[config.mk]
export PLATFORM = sky130hd
export DESIGN_NAME = sarcc_top
export DESIGN_NICKNAME = d
export VERILOG_FILES = /design/src/core/sarcc_pkg.sv /design/src/core/sarcc_top.sv
export SDC_FILE = /design/constraint.sdc
export NUM_CORES = 1
export LEC_CHECK = 0
export BUFFER_PORTS_ARGS = -buffer_cell sky130_fd_sc_hd__buf_2
export CAP_MARGIN = 5
export CORE_UTILIZATION = 60
export DETAILED_ROUTE_END_ITERATION = 10
export PLACE_DENSITY = 0.94
export SLEW_MARGIN = 40
export SYNTH_ARGS = -nofsm -noshare
export SYNTH_HDL_FRONTEND = slang
export SYNTH_SLANG_ARGS = --single-unit
[constraint.sdc]
create_clock -name core_clk -period 2.9 [get_ports core_clk]
set_clock_uncertainty 0.2 [all_clocks]
set_input_delay 0.58 -clock core_clk [delete_from_list [all_inputs] [get_ports core_clk]]
set_output_delay 0.58 -clock core_clk [all_outputs]
set_load 0.02 [all_outputs]
[src/core/sarcc_pkg.sv]
/*
  Constants, state encoding and a bit-mask helper for the conversion control
  of an 8-bit successive-approximation converter with a parallel host port.
  Assumes a single 100 MHz core clock from which the 1 MHz converter clock
  is derived as a one-cycle enable.
*/
// How it works
// RULE_01 - A start pulse with chip select low begins conversion; otherwise ignored.
// RULE_02 - Select and start both falling low resets approximation, shifter, raises done.
// RULE_03 - While select and start are both low, stay reset, no steps.
// RULE_04 - Conversion starts one to eight converter clocks after release; the code starts seven to eight converter clocks after release.
// RULE_05 - Bits decided MSB first: set trial bit, keep or clear by comparator.
// RULE_06 - Result copied to output latch only after all eight bits decided.
// RULE_07 - Completion drives the done flag low.
// RULE_08 - Read with select low raises done flag and drives latch out.
// RULE_09 - A new start during conversion aborts it and starts afresh.
// RULE_10 - Aborted conversion leaves the output latch holding the previous result.
// RULE_11 - Free-running loop via done fed to start, at most 13690 per second; the code repeats every 73 converter clocks, about 13699 per second.
// RULE_12 - Select, start and output enable inputs are all active low.
// RULE_13 - Without a processor, select may be tied low, start pulsed.
// RULE_14 - Output enable held low continuously presents the latest result.
// RULE_15 - Input switching at converter clock start, comparator sampled at its end.
// RULE_16 - Host waits for done low before reading, else gets old data.
// RULE_17 - Data lines high impedance unless select and output enable are low.
`default_nettype none

package sarcc_pkg;

  localparam int unsigned CORE_CLK_HZ = 100_000_000;
  localparam int unsigned CONV_CLK_HZ = 1_000_000;
  localparam int unsigned CONV_DIV    = CORE_CLK_HZ / CONV_CLK_HZ;

  localparam int          DIV_W       = 7;
  localparam int          RES_W       = 8;
  localparam logic [6:0]  DIV_LAST    = 7'(CONV_DIV - 1);
  localparam logic [6:0]  DIV_RST     = 7'h00;
  localparam logic [2:0]  PHASE_LAST  = 3'h7;
  localparam logic [2:0]  PHASE_RST   = 3'h0;
  localparam logic [2:0]  SYNC_LAST   = 3'h7;
  localparam logic [2:0]  BIT_MSB     = 3'h7;
  localparam logic [2:0]  BIT_LSB     = 3'h0;
  localparam logic [7:0]  APPROX_RST  = 8'h00;
  localparam logic [7:0]  LATCH_RST   = 8'h00;

  typedef enum logic [4:0]
  {
    ST_IDLE = 5'b00001,
    ST_HOLD = 5'b00010,
    ST_SYNC = 5'b00100,
    ST_CONV = 5'b01000,
    ST_LOAD = 5'b10000
  } sarcc_state_t;

  function automatic logic [7:0] sarcc_bit_mask(input logic [2:0] idx);
    return 8'h01 << idx;
  endfunction : sarcc_bit_mask

endpackage : sarcc_pkg

`default_nettype wire

[src/core/sarcc_top.sv]
/*
  Conversion control of an 8-bit successive-approximation converter: host
  strobes, reset state, start synchronisation, bit-by-bit approximation,
  output latch, completion flag and three-state data enables.
  Assumes host inputs are synchronous to core_clk and that the analog
  comparator answers on comparator_hi before the end of each converter clock.
*/
`default_nettype none

module sarcc_top
  import sarcc_pkg::*;
(
  input  wire logic             core_clk,
  input  wire logic             reset_n,
  input  wire logic             chip_select_n,
  input  wire logic             start_strobe_n,
  input  wire logic             output_enable_n,
  input  wire logic             comparator_hi,
  output var  logic [RES_W-1:0] approx_register,
  output var  logic             sample_switch,
  output var  logic             comparator_strobe,
  output var  logic             conversion_done_n,
  output var  logic [RES_W-1:0] data_out,
  output var  logic             data_oe_n
);

  sarcc_state_t     state_r;
  sarcc_state_t     state_nxt;
  logic [DIV_W-1:0] div_r;
  logic [2:0]       sync_ph_r;
  logic [2:0]       phase_r;
  logic [2:0]       bit_idx_r;
  logic [RES_W-1:0] approx_r;
  logic [RES_W-1:0] latch_r;
  logic             hold_prev_r;
  logic             done_n_r;
  logic [RES_W-1:0] data_out_r;
  logic             data_oe_n_r;
  logic             sample_switch_r;
  logic             comparator_strobe_r;

  wire              tick;
  wire              hold;
  wire              hold_rise;
  wire              read_req;
  wire              in_conv;
  wire              bit_end;
  wire              bit_start;
  wire              last_bit;
  wire              sync_go;
  wire [RES_W-1:0]  decided;
  wire [RES_W-1:0]  next_trial;

  assign tick       = (div_r == DIV_LAST);
  assign hold       = !chip_select_n && !start_strobe_n;   // RULE_12
  assign hold_rise  = hold && !hold_prev_r;                // RULE_02
  assign read_req   = !chip_select_n && !output_enable_n;  // RULE_12
  assign in_conv    = (state_r == ST_CONV);
  assign bit_start  = tick && in_conv && (phase_r == PHASE_RST);
  assign bit_end    = tick && in_conv && (phase_r == PHASE_LAST);
  assign last_bit   = (bit_idx_r == BIT_LSB);
  assign sync_go    = tick && (sync_ph_r == SYNC_LAST);
  // The trial bit stays only when the input is at or above the trial level.
  assign decided    = comparator_hi ? approx_r : (approx_r & ~sarcc_bit_mask(bit_idx_r));  // RULE_05
  assign next_trial = decided | sarcc_bit_mask(bit_idx_r - 3'h1);                          // RULE_05

  // Any state yields to the hold condition, which aborts a running conversion.
  always_comb
  begin
    state_nxt = state_r;
    if (hold)
    begin
      state_nxt = ST_HOLD;                                 // RULE_01 RULE_03 RULE_09
    end
    else
    begin
      unique case (state_r)
        ST_IDLE: state_nxt = ST_IDLE;
        ST_HOLD: state_nxt = ST_SYNC;
        ST_SYNC: state_nxt = sync_go ? ST_CONV : ST_SYNC;  // RULE_04
        ST_CONV: state_nxt = (bit_end && last_bit) ? ST_LOAD : ST_CONV;
        ST_LOAD: state_nxt = tick ? ST_IDLE : ST_LOAD;
        default: state_nxt = ST_IDLE;
      endcase
    end
  end

  always_ff @(posedge core_clk)
  begin
    if (!reset_n)
    begin
      state_r     <= ST_IDLE;
      div_r       <= DIV_RST;
      sync_ph_r   <= PHASE_RST;
      hold_prev_r <= 1'b0;
    end
    else
    begin
      state_r     <= state_nxt;
      div_r       <= tick ? DIV_RST : div_r + 7'h01;
      // Clearing the start counter in the reset state keeps the start at least seven converter clocks away.
      sync_ph_r   <= hold ? PHASE_RST : (tick ? sync_ph_r + 3'h1 : sync_ph_r);  // RULE_02 RULE_04
      hold_prev_r <= hold;
    end
  end

  // Approximation sequencing: eight converter clocks per bit, MSB first.
  always_ff @(posedge core_clk)
  begin
    if (!reset_n)
    begin
      approx_r  <= APPROX_RST;
      phase_r   <= PHASE_RST;
      bit_idx_r <= BIT_MSB;
    end
    else if (hold)
    begin
      approx_r  <= APPROX_RST;                             // RULE_02 RULE_03
      phase_r   <= PHASE_RST;                              // RULE_02
      bit_idx_r <= BIT_MSB;
    end
    else if (state_r == ST_SYNC && sync_go)
    begin
      approx_r  <= sarcc_bit_mask(BIT_MSB);                // RULE_05
      phase_r   <= PHASE_RST;
      bit_idx_r <= BIT_MSB;
    end
    else if (bit_end)
    begin
      approx_r  <= last_bit ? decided : next_trial;        // RULE_05
      phase_r   <= PHASE_RST;
      bit_idx_r <= last_bit ? BIT_LSB : bit_idx_r - 3'h1;
    end
    else if (tick && in_conv)
    begin
      phase_r   <= phase_r + 3'h1;
    end
  end

  // Output latch and completion flag; completion wins over a read clear.
  always_ff @(posedge core_clk)
  begin
    if (!reset_n)
    begin
      latch_r  <= LATCH_RST;
      done_n_r <= 1'b1;
    end
    else if (hold_rise)
    begin
      done_n_r <= 1'b1;                                    // RULE_02 RULE_10
    end
    else if (state_r == ST_LOAD && tick && !hold)
    begin
      latch_r  <= approx_r;                                // RULE_06 RULE_11
      done_n_r <= 1'b0;                                    // RULE_07
    end
    else if (read_req)
    begin
      done_n_r <= 1'b1;                                    // RULE_08
    end
  end

  // Pin-facing flops: data lines driven only during a read.
  always_ff @(posedge core_clk)
  begin
    if (!reset_n)
    begin
      data_out_r          <= LATCH_RST;
      data_oe_n_r         <= 1'b1;
      sample_switch_r     <= 1'b0;
      comparator_strobe_r <= 1'b0;
    end
    else
    begin
      data_out_r          <= latch_r;                      // RULE_14
      data_oe_n_r         <= !read_req;                    // RULE_08 RULE_17
      sample_switch_r     <= bit_start && !hold;           // RULE_15
      comparator_strobe_r <= bit_end && !hold;             // RULE_15
    end
  end

  assign approx_register   = approx_r;
  assign sample_switch     = sample_switch_r;
  assign comparator_strobe = comparator_strobe_r;
  assign conversion_done_n = done_n_r;
  assign data_out          = data_out_r;
  assign data_oe_n         = data_oe_n_r;

endmodule : sarcc_top

`default_nettype wire

==> parameters.txt <==
Parameter                              Value

Clocking
  CTS H-Tree Depth    2
  CTS-repair resized insts    0
  Hold buffer count at CTS    0
  Number of buffers inserted to repair setup after CTS    0
  Clock Path Buffers    2
  Insertion delay to the later sink of the worst-skew pair    0.37 ns
  Number of buffers inserted during clock tree synthesis    5
  Clock sink total    49
  Clock tree from TritonCTS    built
  CTS clk-pin slew, worst paths    0.14 ns
  Clock root buffer master    sky130_fd_sc_hd__clkbuf_4

Logic synthesis
  Cells after synthesis    208
  Post-synth net total    220
  Synth async-reset ratio    0
  Prevailing post-synth register cell    sky130_fd_sc_hd__dfxtp_1
  Count of unique library cells instantiated by Yosys    48
  Mapped cell area    2000 µm²
  Post-synth EDFFs    0
  Number of synthesized register bits    49
  Sequential-to-total area share from yosys stat    0.489
  Synth Warn #    0
  Avg Synthesized Cell Area    9.64 µm²

GRT
  First-pass GRT wire length    6.41 mm
  Antenna violations before repair    0
  Top Usage Layer GRT    met2
  Global routing usage summed across all routing layers    0.244
  Met1 usage in global routing    0.301
  GRT met2 Usage    0.403
  Global Route met3 Usage    0.0671
  Maximum number of pins on one net before global-route repair    17
  Vias in the first global route    1453
  Remaining global-route overflow    0

STA
  Final hold viol count    0
  Post-route minimum period    2.23 ns
  Final setup TNS    0 ns
  Finish-stage setup viols    0
  Remaining max-slew budget at the tightest pin    0.494
  Upper clock frequency limit    449 MHz
  Slew at the pin closest to its max-slew limit    0.755 ns
  Max-slew violation count    0
  Period utilization    0.767
  Unrepaired setup endpoints after global routing    false
  Post-route setup slack    0.675 ns

Setup path
  Critical Path Most Common Cell    sky130_fd_sc_hd__ha_1
  CP bufs+invs    0
  Worst-case reg-to-reg path depth    6
  Crit path max fanout    7
  Signal arrival time at the worst endpoint    2.32 ns
  Cell depth of the worst setup path    6
  Gate family responsible for the most delay along the worst path    simple AND/OR/NAND/NOR gates
  Startpoint type of the worst setup path    flop
  Critical-path cell list    ha_1 > ha_1 > nor4b_2 > nand4_2 > or3_1 > a22oi_1
  Slowest library cell on the worst path    sky130_fd_sc_hd__dfxtp_1
  Maximum cell stage delay along the critical path    0.40 ns
  Kind of end point of the critical path    flop
  Setup CP Type    flop to flop
  CP Data Required Time    3.00 ns

Routing
  Remaining number of nets flagged by the antenna check after routing    0
  Via Count    1563
  DR DRC count    0
  Vias/cell    5.64
  First-pass iteration count of the detailed router    4
  Wire length after detailed routing    3.85 mm
  Wire length per cell    13.9 µm
  DRT iter0 DRCs    69

Floorplan
  Die outline height    59.8 µm
  Standard-cell row count    20
  Starting utilization of the core area    0.646
  Width of the chip    59.8 µm
  Floorplan Core Area    3100 µm²
  Number of top-level pins    26
  Area enclosed by the die boundary    3580 µm²

Finish
  Footprint of the flip-flops and latches    981 µm²
  Fraction of final layout cells with drive strength greater than 1    0.197
  Number of antenna repair diodes    0
  Area occupied by multi-input gates    912 µm²
  Synthesis-to-layout area growth    10.1%
  Nets    245
  Fill count    256
  Design Area, Final    2210 µm²
  Core utilization of the finished layout    0.711

Pwr
  PnR Total Power    1.10 mW
  Maximum vdd drop    0.559 mV
  Leakage power of the design    1.01 nW
  Power density relative to cell area    500 nW/µm²

Placed design
  Placement-stage cell area    2130 µm²
  Worst slack, placed    0.720 ns
  IO Port Bufs    25
  Estimated wirelength of the detail-placed design    2.86 mm
  Placer Congestion    0.867

Job
  Max-cap violations    0

Worst hold path
  Worst hold path depth    2
  Tightest Hold Check Type    input pin to flop

Outcome
  Outcome    complete, no violations
-- logic make-up after synthesis --
kind of cell    after synthesis  synth area share
mux                           1           0.00499
buf+inv                      22            0.0556
flops                        49             0.489
simple gates                 79             0.228
fa+ha+maj                     6            0.0375
compound gates               44             0.154
xor+xnor                      7            0.0306
-- layer usage --
metal | up-vias | wire (µm)
li1 | 775 | -
met1 | 738 | 1680
met2 | 43 | 1940
met3 | 7 | 164
met4 | 0 | 63
met5 | - | 0
-- cell type report --
cell class | count | area share
clock buffer | 5 | 0.0170
timing repair buffer | 26 | 0.0601
sequential | 49 | 0.445
inverter | 14 | 0.0238
clock inverter | 2 | 0.0159
tap | 44 | 0.0250
multi-input combinational | 137 | 0.413
-- power breakdown --
| group | internal (mW) | switching, mW |
|---|---|---|
| clock network | 0.176 | 0.210 |
| registers | 0.678 | 0.00446 |
| logic | 0.0128 | 0.0221 |
-- sequential cells by signal (all words and copies together) (netlist names) --
name and count:
phase_r 3, approx_register 8, bit_idx_r 3, div_r 7, state_r 5, data_out 8
data_oe_n 1, latch_r 8, sync_ph_r 3, conversion_done_n 1, sample_switch 1, comparator_strobe 1
-- cell usage after synthesis, drive strengths merged (3+ instances only) --
library cell,n,share of area
a21oi,10,0.025
a2bb2oi,8,0.035
a32o,3,0.015
and2,3,0.011
and3,4,0.012
buf,5,0.024
clkbuf,3,0.0056
dfxtp,49,0.49
ha,6,0.037
inv,14,0.026
nand2,29,0.056
nand3,5,0.012
nor2,17,0.033
nor3b,3,0.014
o21ai,9,0.022
xnor2,4,0.017
xor2,3,0.013
-- layout by cell type (no fill, tap or decap), types with 2 or more instances in the layout --
cell type                   instances
sky130_fd_sc_hd__a21oi_1           10
sky130_fd_sc_hd__a22oi_1            2
sky130_fd_sc_hd__a2bb2oi_1          8
sky130_fd_sc_hd__a31oi_1            2
sky130_fd_sc_hd__a32o_1             3
sky130_fd_sc_hd__and2_1             2
sky130_fd_sc_hd__and3_1             4
sky130_fd_sc_hd__buf_2             25
sky130_fd_sc_hd__clkbuf_4           5
sky130_fd_sc_hd__dfxtp_1           49
sky130_fd_sc_hd__ha_1               6
sky130_fd_sc_hd__inv_1             14
sky130_fd_sc_hd__nand2_1           28
sky130_fd_sc_hd__nand3_1            5
sky130_fd_sc_hd__nand4b_1           2
sky130_fd_sc_hd__nor2_1            16
sky130_fd_sc_hd__nor2b_1            2
sky130_fd_sc_hd__nor3b_1            2
sky130_fd_sc_hd__nor4_1             2
sky130_fd_sc_hd__o21a_1             2
sky130_fd_sc_hd__o21ai_0            5
sky130_fd_sc_hd__o21ai_1            4
sky130_fd_sc_hd__o311ai_1           2
sky130_fd_sc_hd__or2_2              2
sky130_fd_sc_hd__or3_1              2
sky130_fd_sc_hd__xnor2_1            4
sky130_fd_sc_hd__xor2_1             3
-- stage by stage --
step / std cells / hold WS (ns)
detailed placement: 270 / 0.218
finish: 277 / 0.213
global route: 277 / 0.198
CTS: 277 / 0.195
floorplan: 208 / 0.205
global placement: 270 / 0.210
-- final timing paths --
| path | startpoint | endpoint | slack, ns |
|---|---|---|---|
| setup / recovery | phase_r[0] | approx_register[1] | 0.67 |
| hold / removal | output_enable_n | data_oe_n | 0.21 |
| setup reg to reg | phase_r[0] | approx_register[1] | 0.67 |
| hold reg to reg | latch_r[2] | data_out[2] | 0.24 |
Note: power is estimated with default switching activity, not from simulation.
